==> src/hdl/lane_status_consts.vh <==
`ifndef LANE_STATUS_CONSTS_VH
`define LANE_STATUS_CONSTS_VH

// register offsets
`define OFS_LINK_PAGE 12'h300
`define OFS_UNEXP_CTRL_STATUS 12'h46f
`define OFS_CODEGROUP_LOCK 12'h470
`define OFS_ERR_THRESHOLD 12'h478
`define OFS_COUNT_CLEAR 12'h479
`define OFS_IRQ_STATUS 12'h47a
`define OFS_IRQ_MASK 12'h47b

// field positions
`define LINK_PAGE_BIT 0
`define IRQ_UEC_LINK0 0
`define IRQ_UEC_LINK1 1
`define IRQ_LOCK_LOST_LINK0 2
`define IRQ_LOCK_LOST_LINK1 3

// widths and reset values
`define NUM_LANES 8
`define NUM_LINKS 2
`define CNT_W 8
`define IRQ_W 4
`define ERR_THRESHOLD_RST 8'h01
`define LINK_PAGE_RST 1'b0
`define IRQ_MASK_RST 4'h0
`define CNT_MAX 8'hff

`endif

==> src/hdl/lane_err_counter.v <==
`default_nettype none

module lane_err_counter (
    // clock and reset
    input wire clk,
    input wire arst_n,
    input wire ce,
    // control
    input wire inc,
    input wire clr,
    input wire [7:0] threshold,
    // status
    output reg [7:0] count_reg,
    output wire at_threshold
);

    // =========================================
    // saturating error count
    reg [7:0] count_next;

    always @* begin
        count_next = count_reg;
        if (clr) begin
            count_next = 8'h00;
        end else if (inc && (count_reg != 8'hff)) begin
            count_next = count_reg + 8'h01;
        end
    end

    always @(posedge clk or negedge arst_n) begin
        if (!arst_n) begin
            count_reg <= 8'h00;
        end else if (ce) begin
            count_reg <= count_next;
        end
    end

    assign at_threshold = (count_reg >= threshold);

endmodule // lane_err_counter

`default_nettype wire

==> src/hdl/serial_link_lane_status.v <==
`include "lane_status_consts.vh"
`default_nettype none

module serial_link_lane_status (
    // clock and reset
    input wire clk,
    input wire arst_n,
    input wire ce,
    // receive lane events, link 1 in upper byte
    input wire [15:0] unexp_ctrl_char,
    input wire [15:0] codegroup_lock,
    // register port
    input wire [11:0] addr,
    input wire [7:0] wdata,
    input wire wr_en,
    input wire rd_en,
    output reg [7:0] rdata,
    // interrupt
    output wire irq
);

    // =========================================
    // software registers
    reg link_page_reg;
    reg [7:0] threshold_reg;
    reg [3:0] irq_status_reg;
    reg [3:0] irq_mask_reg;
    reg [7:0] lock_reg0;
    reg [7:0] lock_reg1;
    reg [1:0] uec_any_reg;
    reg [1:0] lock_all_reg;
    reg [7:0] rdata_next;
    reg [3:0] irq_status_next;

    wire wr_page = wr_en && (addr == `OFS_LINK_PAGE);
    wire wr_thresh = wr_en && (addr == `OFS_ERR_THRESHOLD);
    wire wr_clear = wr_en && (addr == `OFS_COUNT_CLEAR);
    wire wr_istat = wr_en && (addr == `OFS_IRQ_STATUS);
    wire wr_imask = wr_en && (addr == `OFS_IRQ_MASK);

    // =========================================
    // per-lane error counters
    wire [15:0] uec_flag;
    wire [15:0] cnt_clr;
    genvar g;

    // a clear write hits only the lanes of the paged link
    assign cnt_clr[7:0] = (wr_clear && !link_page_reg) ? wdata : 8'h00;
    assign cnt_clr[15:8] = (wr_clear && link_page_reg) ? wdata : 8'h00;

    generate
        for (g = 0; g < 16; g = g + 1) begin : lane_cnt
            lane_err_counter u_cnt (
                .clk(clk),
                .arst_n(arst_n),
                .ce(ce),
                .inc(unexp_ctrl_char[g]),
                .clr(cnt_clr[g]),
                .threshold(threshold_reg),
                .count_reg(),
                .at_threshold(uec_flag[g])
            );
        end
    endgenerate

    // =========================================
    // control and lock state
    always @(posedge clk or negedge arst_n) begin
        if (!arst_n) begin
            link_page_reg <= `LINK_PAGE_RST;
            threshold_reg <= `ERR_THRESHOLD_RST;
            irq_mask_reg <= `IRQ_MASK_RST;
            irq_status_reg <= 4'h0;
            lock_reg0 <= 8'h00;
            lock_reg1 <= 8'h00;
            uec_any_reg <= 2'b00;
            lock_all_reg <= 2'b00;
            rdata <= 8'h00;
        end else if (ce) begin
            if (wr_page) begin
                link_page_reg <= wdata[`LINK_PAGE_BIT];
            end
            if (wr_thresh) begin
                threshold_reg <= wdata;
            end
            if (wr_imask) begin
                irq_mask_reg <= wdata[3:0];
            end
            irq_status_reg <= irq_status_next;
            lock_reg0 <= codegroup_lock[7:0];
            lock_reg1 <= codegroup_lock[15:8];
            uec_any_reg <= {|uec_flag[15:8], |uec_flag[7:0]};
            lock_all_reg <= {&lock_reg1, &lock_reg0};
            rdata <= rdata_next;
        end
    end

    // =========================================
    // interrupt events, set beats write-one clear
    reg [3:0] irq_event;

    always @* begin
        irq_event = 4'h0;
        irq_event[`IRQ_UEC_LINK0] = (|uec_flag[7:0]) && !uec_any_reg[0];
        irq_event[`IRQ_UEC_LINK1] = (|uec_flag[15:8]) && !uec_any_reg[1];
        irq_event[`IRQ_LOCK_LOST_LINK0] = lock_all_reg[0] && !(&lock_reg0);
        irq_event[`IRQ_LOCK_LOST_LINK1] = lock_all_reg[1] && !(&lock_reg1);
        irq_status_next = irq_status_reg;
        if (wr_istat) begin
            irq_status_next = irq_status_reg & ~wdata[3:0];
        end
        irq_status_next = irq_status_next | irq_event;
    end

    assign irq = |(irq_status_reg & irq_mask_reg);

    // =========================================
    // read decode, data in the cycle after the strobe
    always @* begin
        rdata_next = 8'h00;
        if (rd_en) begin
            case (addr)
                `OFS_LINK_PAGE: rdata_next = {7'h00, link_page_reg};
                `OFS_UNEXP_CTRL_STATUS: begin
                    // lane n at bit n of the paged link
                    rdata_next = link_page_reg ? uec_flag[15:8] : uec_flag[7:0];
                end
                `OFS_CODEGROUP_LOCK: begin
                    // all eight lanes, bits 7 down to 0
                    rdata_next = link_page_reg ? lock_reg1 : lock_reg0;
                end
                `OFS_ERR_THRESHOLD: rdata_next = threshold_reg;
                `OFS_IRQ_STATUS: rdata_next = {4'h0, irq_status_reg};
                `OFS_IRQ_MASK: rdata_next = {4'h0, irq_mask_reg};
                default: rdata_next = 8'h00;
            endcase
        end
    end

endmodule // serial_link_lane_status

`default_nettype wire

==> config.mk <==
export PLATFORM = sky130hd
export DESIGN_NAME = serial_link_lane_status
export DESIGN_NICKNAME = d
export VERILOG_FILES = /design/src/hdl/lane_err_counter.v /design/src/hdl/serial_link_lane_status.v
export VERILOG_INCLUDE_DIRS = /design/src /design/src/hdl
export SDC_FILE = /design/constraint.sdc
export NUM_CORES = 1
export LEC_CHECK = 0
export ABC_AREA = 1
export BUFFER_PORTS_ARGS = -buffer_cell sky130_fd_sc_hd__buf_2
export CAP_MARGIN = 10
export CORE_ASPECT_RATIO = 0.75
export CORE_MARGIN = 3
export CORE_UTILIZATION = 60
export CTS_BUF_LIST = sky130_fd_sc_hd__clkbuf_2 sky130_fd_sc_hd__clkbuf_4 sky130_fd_sc_hd__clkbuf_8
export DETAILED_ROUTE_END_ITERATION = 7
export PLACE_DENSITY = 0.78
export SLEW_MARGIN = 20
export SYNTH_ARGS = -nofsm -noshare
export SYNTH_HDL_FRONTEND = slang
export SYNTH_HIERARCHICAL = 1
export SYNTH_SLANG_ARGS = --single-unit
==> constraint.sdc <==
create_clock -name clk -period 3.3 [get_ports clk]
set_input_delay 0.165 -clock clk [delete_from_list [all_inputs] [get_ports clk]]
set_output_delay 0.165 -clock clk [all_outputs]
set_load 0.005 [all_outputs]
==> results of run 1 <==
==> worst reg2reg max path: stages, from the launching register on <==
cell                       delay, ns
sky130_fd_sc_hd__dfrtp_1        0.96
sky130_fd_sc_hd__inv_1          0.13
sky130_fd_sc_hd__ha_1           0.34
sky130_fd_sc_hd__a21o_1         0.18
sky130_fd_sc_hd__o21ai_0        0.18
sky130_fd_sc_hd__nand2_1        0.12
sky130_fd_sc_hd__or2_2          0.29
sky130_fd_sc_hd__nor4_1         0.23
sky130_fd_sc_hd__nor2_1         0.08
sky130_fd_sc_hd__o21bai_1       0.17
==> per-layer routing <==
layer / GRT usage / vias up / share of wire
met1: 0.4216 / 6117 / 0.47
met2: 0.4589 / 470 / 0.43
met4: 0.07992 / 0 / 0.018
met3: 0.06915 / 56 / 0.079
met5: 0 / - / 0
li1: - / 6759 / -
==> cell type report <==
type	instances	area (sq um)	share of cell area
clock buffer	21	264.0	0.01730
timing repair buffer	103	704.4	0.04615
sequential	173	4330	0.2837
clock inverter	8	167.7	0.01098
inverter	284	1066	0.06984
tap	294	367.9	0.02410
multi-input combinational	1588	8363	0.5479
==> final timing paths <==
kind	cells past startpoint	slack [ns]	start	to
setup / recovery	9	0.51	threshold_reg[3]$_DFFE_PN0P_	uec_any_reg[1]$_DFFE_PN0P_
hold / removal	3	0.06	wdata[4]	threshold_reg[4]$_DFFE_PN0P_
setup reg to reg	9	0.51	threshold_reg[3]$_DFFE_PN0P_	uec_any_reg[1]$_DFFE_PN0P_
hold reg to reg	1	0.49	uec_any_reg[0]$_DFFE_PN0P_	irq_status_reg[0]$_DFFE_PN0P_
max in group asynchronous	3	2.16	arst_n	lane_cnt[3].u_cnt/count_reg[0]$_DFFE_PN0P_
min in group asynchronous	2	0.24	arst_n	lane_cnt[5].u_cnt/count_reg[6]$_DFFE_PN0P_
==> logic make-up after synthesis <==
| group | Yosys count | synth area share |
|---|---|---|
| compound gates | 223 | 0.09240 |
| flops | 173 | 0.3132 |
| fa+ha+maj | 144 | 0.1303 |
| simple gates | 1221 | 0.3822 |
| buf+inv | 296 | 0.08190 |
==> where the power goes <==
group | internal, mW | switching [mW] | leakage, nW
Sequential | 2.49 | 0.545 | 2.26
Clock | 0.920 | 0.789 | 0.219
Combinational | 1.15 | 1.60 | 6.13
Total | 4.56 | 2.94 | 8.61
==> metrics by stage <==
stage          worst slack (ns)  std cells  hold slack (ns)
2_1_floorplan             1.098       2057          -0.1306
3_3_place_gp             0.6207       2418           0.2113
3_5_place_dp             0.5672       2418           0.2110
4_1_cts                  0.5334       2471          0.02328
5_1_grt                  0.3743       2471          0.05126
6_report                 0.5084       2471          0.06066
==> placed cells by master, fill, tap and decap left out, types with 3 or more instances in the layout <==
cell	count
sky130_fd_sc_hd__inv_1	282
sky130_fd_sc_hd__nand2_1	706
sky130_fd_sc_hd__ha_1	144
sky130_fd_sc_hd__nor2_2	18
sky130_fd_sc_hd__bufinv_16	5
sky130_fd_sc_hd__a21o_1	16
sky130_fd_sc_hd__o21ai_0	64
sky130_fd_sc_hd__clkbuf_8	17
sky130_fd_sc_hd__nand2_4	35
sky130_fd_sc_hd__nand3_1	139
sky130_fd_sc_hd__dfrtp_1	172
sky130_fd_sc_hd__buf_2	63
sky130_fd_sc_hd__clkbuf_4	4
sky130_fd_sc_hd__nor2_4	3
sky130_fd_sc_hd__nor2_1	260
sky130_fd_sc_hd__a21oi_1	96
sky130_fd_sc_hd__nand3b_1	16
sky130_fd_sc_hd__buf_4	13
sky130_fd_sc_hd__nand4_1	19
sky130_fd_sc_hd__nand2_2	18
sky130_fd_sc_hd__a211oi_1	16
sky130_fd_sc_hd__dlygate4sd3_1	24
sky130_fd_sc_hd__o21a_1	17
sky130_fd_sc_hd__o21ai_2	8
==> synth_stat cells <==
master and number:
sky130_fd_sc_hd__nor4_1 1, sky130_fd_sc_hd__nand2_4 35, sky130_fd_sc_hd__o21a_1 17, sky130_fd_sc_hd__nand3_1 139, sky130_fd_sc_hd__buf_6 2, sky130_fd_sc_hd__dfstp_2 1, sky130_fd_sc_hd__inv_2 1, sky130_fd_sc_hd__inv_1 282
sky130_fd_sc_hd__nand4_1 19, sky130_fd_sc_hd__a211oi_1 16, sky130_fd_sc_hd__o22ai_1 1, sky130_fd_sc_hd__nor2_1 260, sky130_fd_sc_hd__clkbuf_1 5, sky130_fd_sc_hd__dfrtp_1 172, sky130_fd_sc_hd__a21o_1 16, sky130_fd_sc_hd__nand2_2 18
sky130_fd_sc_hd__a21oi_1 96, sky130_fd_sc_hd__buf_2 5, sky130_fd_sc_hd__nor2_8 2, sky130_fd_sc_hd__o21bai_1 1, sky130_fd_sc_hd__o21ai_1 2, sky130_fd_sc_hd__nand3b_1 16, sky130_fd_sc_hd__o31ai_1 2, sky130_fd_sc_hd__and2_1 1
sky130_fd_sc_hd__o21ai_0 64, sky130_fd_sc_hd__nor3_1 1, sky130_fd_sc_hd__o21ai_2 8, sky130_fd_sc_hd__nor2_2 18, sky130_fd_sc_hd__ha_1 144, sky130_fd_sc_hd__nand2_1 706, sky130_fd_sc_hd__nor2_4 3, sky130_fd_sc_hd__and2_0 1
sky130_fd_sc_hd__clkinv_1 1, sky130_fd_sc_hd__or2_2 1
==> qor.txt, run 1 <==
Run status = completed
Critical-path cell list = inv_1, ha_1, a21o_1, o21ai_0, nand2_1, or2_2, nor4_1, nor2_1, o21bai_1
Clock root buffer = sky130_fd_sc_hd__clkbuf_8
Final Hold Viols = 0
Element type at the critical path end = register
Aggregate global-route resource usage = 0.2967
Pre-Repair DR Iteration Count = 6
Number of warnings issued by yosys = 6
Synthesis-to-finish area growth = 10.40%
Global-route wire length before repair = 60340 microns
Slew Limit Headroom = 0.3843
Layout Cell Area excl Fill = 15260 sq um
Full die area = 24920 sq um
Total number of H-tree levels = 4
Startpoint-to-endpoint class of the critical path = reg2reg
Most area-consuming cells after synthesis = sky130_fd_sc_hd__dfrtp_1, sky130_fd_sc_hd__nand2_1, sky130_fd_sc_hd__ha_1
Placement-stage cell area = 14590 sq um
Number of distinct library cells after synthesis = 34
Max Buffers Root-to-Sink = 2
Fin crit period = 2.792 ns
Total Power Consumption = 7.502 mW
Number of buffer cells added on primary ports = 65
Area of the placeable core = 22350 sq um
Critical Path Max Stage Delay = 0.96 ns
Number of diodes = 0
Resize count post-CTS = 0
Initial Util = 0.6187
Average instance area after synthesis = 6.721 sq um
Antenna violations before repair = 0
Clock Sinks = 173
Post CTS Setup Buffer Count = 0
Maximum achievable frequency = 358.2 MHz
CP max-delay cell = sky130_fd_sc_hd__dfrtp_1
Finish-stage setup viols = 0
Cell family contributing the most delay on the critical path = flip-flops
Net Count, Synth = 2258
Net count of the finished layout = 2368
Max-cap violations = 0
Clock slew seen by the registers of the worst setup and hold paths = 0.10 ns
Post-route fraction of the period consumed by the critical path = 0.8459
First-iteration detailed-routing DRC count = 1134
Detailed-route wire length = 36700 microns
Overall via count from detail_route = 13400
Detail-routed net length per standard cell = 14.85 microns
Share of the core filled with cells in the final layout = 0.6830
Number of vias per cell = 5.424
Number of buffers and inverters on the critical path = 1
Post-CTS Hold Fix Bufs = 24
Proportion of netlist area held by the largest area contributor = 0.3113
Number of clock buffers inserted by TritonCTS = 17
Antenna Violating Nets Remaining = 0
Worst voltage drop across the vdd grid = 339.2 uV
Total leakage power = 8.612 nW
Setup_tns = 0 ns
Gp weighted congestion = 0.9713
Layout cell share with drive strength beyond 1 = 0.08957
Seq/Total Area, Yosys = 0.3132
DR DRC count = 0
Number of standard-cell rows in the floorplan = 47
Total power density per cell area = 491.5 nW/um^2
Synthesized instance count = 2057
Via count of the first global-routing pass = 12120
Max Slew Vio Count = 0
Critical path launch point type = register
Slew at the pin closest to its max-slew limit = 0.9235 ns
Netlist area before placement = 13830 sq um
CP Max Fanout = 18
Leftover overflow at the end of global routing = 0
Clock tree from TritonCTS = done
Worst hold path class = in2reg
Flip-flop count of the largest register, all copies and words added = 128
Number of synthesized register bits = 173
I/O Pins = 66
Width of the die = 181.3 microns
Required arrival time at the worst endpoint = 3.65 ns
Cell taking the most area after synthesis = sky130_fd_sc_hd__dfrtp_1
Filler instances = 1960
Clock latency at the later pin of the worst-skew pair = 0.47 ns
Setup Skew = 0.01462 ns
Half-perimeter wire length after placement = 27030 microns
Unrepaired setup endpoints after global routing = false
Floorplan die height = 137.5 microns
Critical Path AT = 3.14 ns
Pin count of the biggest net entering global routing = 79
(Power assumes the default switching activity.)
==> run 2, diff against run 1 <==
- ABC_AREA: 1 -> 0
- clock period: 3.3 -> 2.9 ns (I/O delays scaled with it)
==> qor.txt, run 2 <==
Detailed-route wire length = 36280 microns (-1.2%)
Total leakage power = 6.195 nW (-28%)
Run status = completed
Most area-consuming cells after synthesis = sky130_fd_sc_hd__dfrtp_1, sky130_fd_sc_hd__ha_1, sky130_fd_sc_hd__inv_1
Number of vias per cell = 6.450 (+19%)
Number of standard-cell rows in the floorplan = 47 (unchanged)
Clock Sinks = 173 (unchanged)
Placement-stage cell area = 14300 sq um (-2.0%)
Max Slew Vio Count = 0 (unchanged)
Setup_tns = 0 ns (unchanged)
Post-route setup slack = 0.1627 ns (-0.3457 ns)
Global-route wire length before repair = 59120 microns (-2.0%)
EDFF count, synth = 0 (unchanged)
Cell taking the most area after synthesis = sky130_fd_sc_hd__dfrtp_1
Seq. cell area = 4330 sq um (unchanged)
Synthesis-to-finish area growth = 9.767%
Unrepaired setup endpoints after global routing = false
Net Count, Synth = 1755 (-22%)
Via count of the first global-routing pass = 11420 (-5.8%)
Hold WS = 0.03040 ns (-0.03026 ns)
Total power density per cell area = 794.3 nW/um^2 (+62%)
Most instantiated flip-flop cell in the synthesis netlist = sky130_fd_sc_hd__dfrtp_1
Pre-Repair DR Iteration Count = 6 (unchanged)
Clock root buffer = sky130_fd_sc_hd__clkbuf_8
Async S/R FF share, synth = 1.000 (unchanged)
Layout Cell Area excl Fill = 14950 sq um (-2.1%)
Fin crit period = 2.737 ns (-0.05425 ns)
Flip-flop count of the largest register, all copies and words added = 128 (unchanged)
Worst voltage drop across the vdd grid = 479.9 uV (+41%)
Number of warnings issued by yosys = 6 (unchanged)
Netlist area before placement = 13620 sq um (-1.5%)
Share of the core filled with cells in the final layout = 0.6742 (-0.008843)
Resize count post-CTS = 0 (unchanged)
DR DRC count = 0 (unchanged)
First-iteration detailed-routing DRC count = 1277 (+13%)
Most common cell after layout, fill and taps aside = sky130_fd_sc_hd__inv_1
Floorplan die height = 136.5 microns (-0.72%)
Commonest cells in the synthesized netlist = sky130_fd_sc_hd__inv_1, sky130_fd_sc_hd__dfrtp_1, sky130_fd_sc_hd__ha_1
Detail-routed net length per standard cell = 18.58 microns (+25%)
Startpoint-to-endpoint class of the critical path = reg2reg
Post CTS Setup Buffer Count = 0 (unchanged)
Pin count of the biggest net entering global routing = 63 (-20%)
Number of distinct library cells after synthesis = 65 (+91%)
Full die area = 24560 sq um (-1.5%)
Width of the die = 180.0 microns (-0.73%)
Post-CTS Hold Fix Bufs = 24 (unchanged)
Filler instances = 1745 (-11%)
I/O Pins = 66 (unchanged)
Leftover overflow at the end of global routing = 0 (unchanged)
Gp weighted congestion = 0.9100 (-6.3%)
Total Power Consumption = 11.87 mW (+58%)
Antenna Violating Nets Remaining = 0 (unchanged)
Max-cap violations = 0 (unchanged)
Overall via count from detail_route = 12590 (-6.1%)
Layout cell share with drive strength beyond 1 = 0.1224 (+0.03286)
Critical path launch point type = register
Required arrival time at the worst endpoint = 3.30 ns (-0.35 ns)
Number of clock buffers inserted by TritonCTS = 17 (unchanged)
Slew Limit Headroom = 0.4390 (+0.05468)
Critical Path AT = 3.13 ns (about the same)
Half-perimeter wire length after placement = 25870 microns (-4.3%)
Clock tree from TritonCTS = done
Clock latency at the later pin of the worst-skew pair = 0.50 ns (+0.03 ns)
Finish-stage setup viols = 0 (unchanged)
Antenna violations before repair = 0 (unchanged)
CP Max Fanout = 18 (unchanged)
Placed cell count = 1896 (-22%)
Seq/Total Area, Yosys = 0.3180 (+0.004806)
Filler-free cell count of the finished design = 1952 (-21%)
Total number of H-tree levels = 4 (unchanged)
Maximum achievable frequency = 365.3 MHz (+2.0%)
Number of diodes = 0 (unchanged)
Worst hold path class = in2reg
Proportion of netlist area held by the largest area contributor = 0.3161 (+0.004777)
Max Buffers Root-to-Sink = 2 (unchanged)
Element type at the critical path end = register
Slew at the pin closest to its max-slew limit = 0.8415 ns (-0.08203 ns)
Clock slew seen by the registers of the worst setup and hold paths = 0.09 ns (about the same)
Area occupied by multi-input gates = 8284 sq um (-0.94%)
Pre-CTS worst setup slack = 0.2562 ns (-0.3110 ns)
Number of buffer cells added on primary ports = 65 (unchanged)
Cell with the most instances after synthesis = sky130_fd_sc_hd__inv_1
Area of the placeable core = 22170 sq um (-0.79%)
Net count of the finished layout = 1846 (-22%)
Initial Util = 0.6142 (-0.004502)
Setup Skew = 0.01675 ns (+0.002134 ns)
Aggregate global-route resource usage = 0.2947 (-0.002061)
Average instance area after synthesis = 8.762 sq um (+30%)
Post-route fraction of the period consumed by the critical path = 0.9439 (+0.09797)
Number of synthesized register bits = 173 (unchanged)
Final Hold Viols = 0 (unchanged)
Most frequent cells in the layout = sky130_fd_sc_hd__inv_1, sky130_fd_sc_hd__dfrtp_1, sky130_fd_sc_hd__ha_1
Synthesized instance count = 1554 (-24%)
-- run 2: cell count changes in the layout (fill, tap and decap cells not counted), moves of 29 or more --
cell	before	now
sky130_fd_sc_hd__o31ai_1	2	46
sky130_fd_sc_hd__mux2_2	0	35
sky130_fd_sc_hd__nor2_1	260	84
sky130_fd_sc_hd__o21ai_0	64	35
sky130_fd_sc_hd__nand3_1	139	78
sky130_fd_sc_hd__nand2_1	706	111
sky130_fd_sc_hd__nor2b_1	0	32
sky130_fd_sc_hd__nand2_4	35	0
sky130_fd_sc_hd__a21o_1	16	48
sky130_fd_sc_hd__a31oi_1	0	33
sky130_fd_sc_hd__nand4_1	19	52
sky130_fd_sc_hd__inv_1	282	188
sky130_fd_sc_hd__nor4_1	1	35
-- run 2: area by class of cell --
cell class	instances	area share
Clock buffer	20	0.01800
Multi-Input combinational cell	1152	0.5542
Clock inverter	12	0.009041
Inverter	188	0.04721
Timing Repair Buffer	113	0.05717
Sequential cell	173	0.2897
Tap cell	294	0.02461
-- run 2: worst max-delay path, cell delays in order (launching register included) --
cell	delay [ns]
sky130_fd_sc_hd__dfrtp_1	0.90
sky130_fd_sc_hd__inv_1	0.10
sky130_fd_sc_hd__ha_1	0.31
sky130_fd_sc_hd__a21o_1	0.10
sky130_fd_sc_hd__a211oi_1	0.07
sky130_fd_sc_hd__o31ai_1	0.52
sky130_fd_sc_hd__mux2i_1	0.16
sky130_fd_sc_hd__o22ai_1	0.19
sky130_fd_sc_hd__a21oi_1	0.08
sky130_fd_sc_hd__o32ai_1	0.22
-- run 2: cell families (layout without fill, tap and decap cells) --
family	count (synthesis)	count (layout)	synth area share
buf+inv	229	333	0.07360
flops	173	173	0.3180
simple gates	579	579	0.2381
fa+ha+maj	144	144	0.1323
compound gates	380	380	0.1988
mux	49	49	0.03924
-- run 2: final timing paths --
| kind | startpoint | end | slack [ns] | cells past startpoint |
|---|---|---|---|---|
| worst min register to register | lock_all_reg[0]$_DFFE_PN0P_ | lock_all_reg[0]$_DFFE_PN0P_ | 0.52 | 1 |
| worst max-delay path | threshold_reg[1]$_DFFE_PN0P_ | rdata[1]$_DFFE_PN0P_ | 0.16 | 9 |
| worst min-delay path | wdata[2] | irq_status_reg[2]$_DFFE_PN0P_ | 0.03 | 3 |
| min in group asynchronous | arst_n | lane_cnt[2].u_cnt/count_reg[2]$_DFFE_PN0P_ | 0.21 | 2 |
| worst max register to register | threshold_reg[1]$_DFFE_PN0P_ | rdata[1]$_DFFE_PN0P_ | 0.16 | 9 |
| max in group asynchronous | arst_n | lane_cnt[15].u_cnt/count_reg[4]$_DFFE_PN0P_ | 1.86 | 3 |
-- run 2: per-layer routing --
layer	track usage	up-vias	routed length, microns
li1	-	5955	-
met1	0.4189	5994	16640
met2	0.4630	550	15970
met3	0.04734	91	2664
met4	0.09704	0	1005
met5	0	-	0
-- run 2: power breakdown --
part | switching [mW] | internal (mW) | total [mW] | leakage [nW]
Sequential | 1.60 | 3.21 | 4.81 | 1.87
Clock | 0.988 | 0.826 | 1.81 | 0.196
Combinational | 2.82 | 2.42 | 5.25 | 4.13
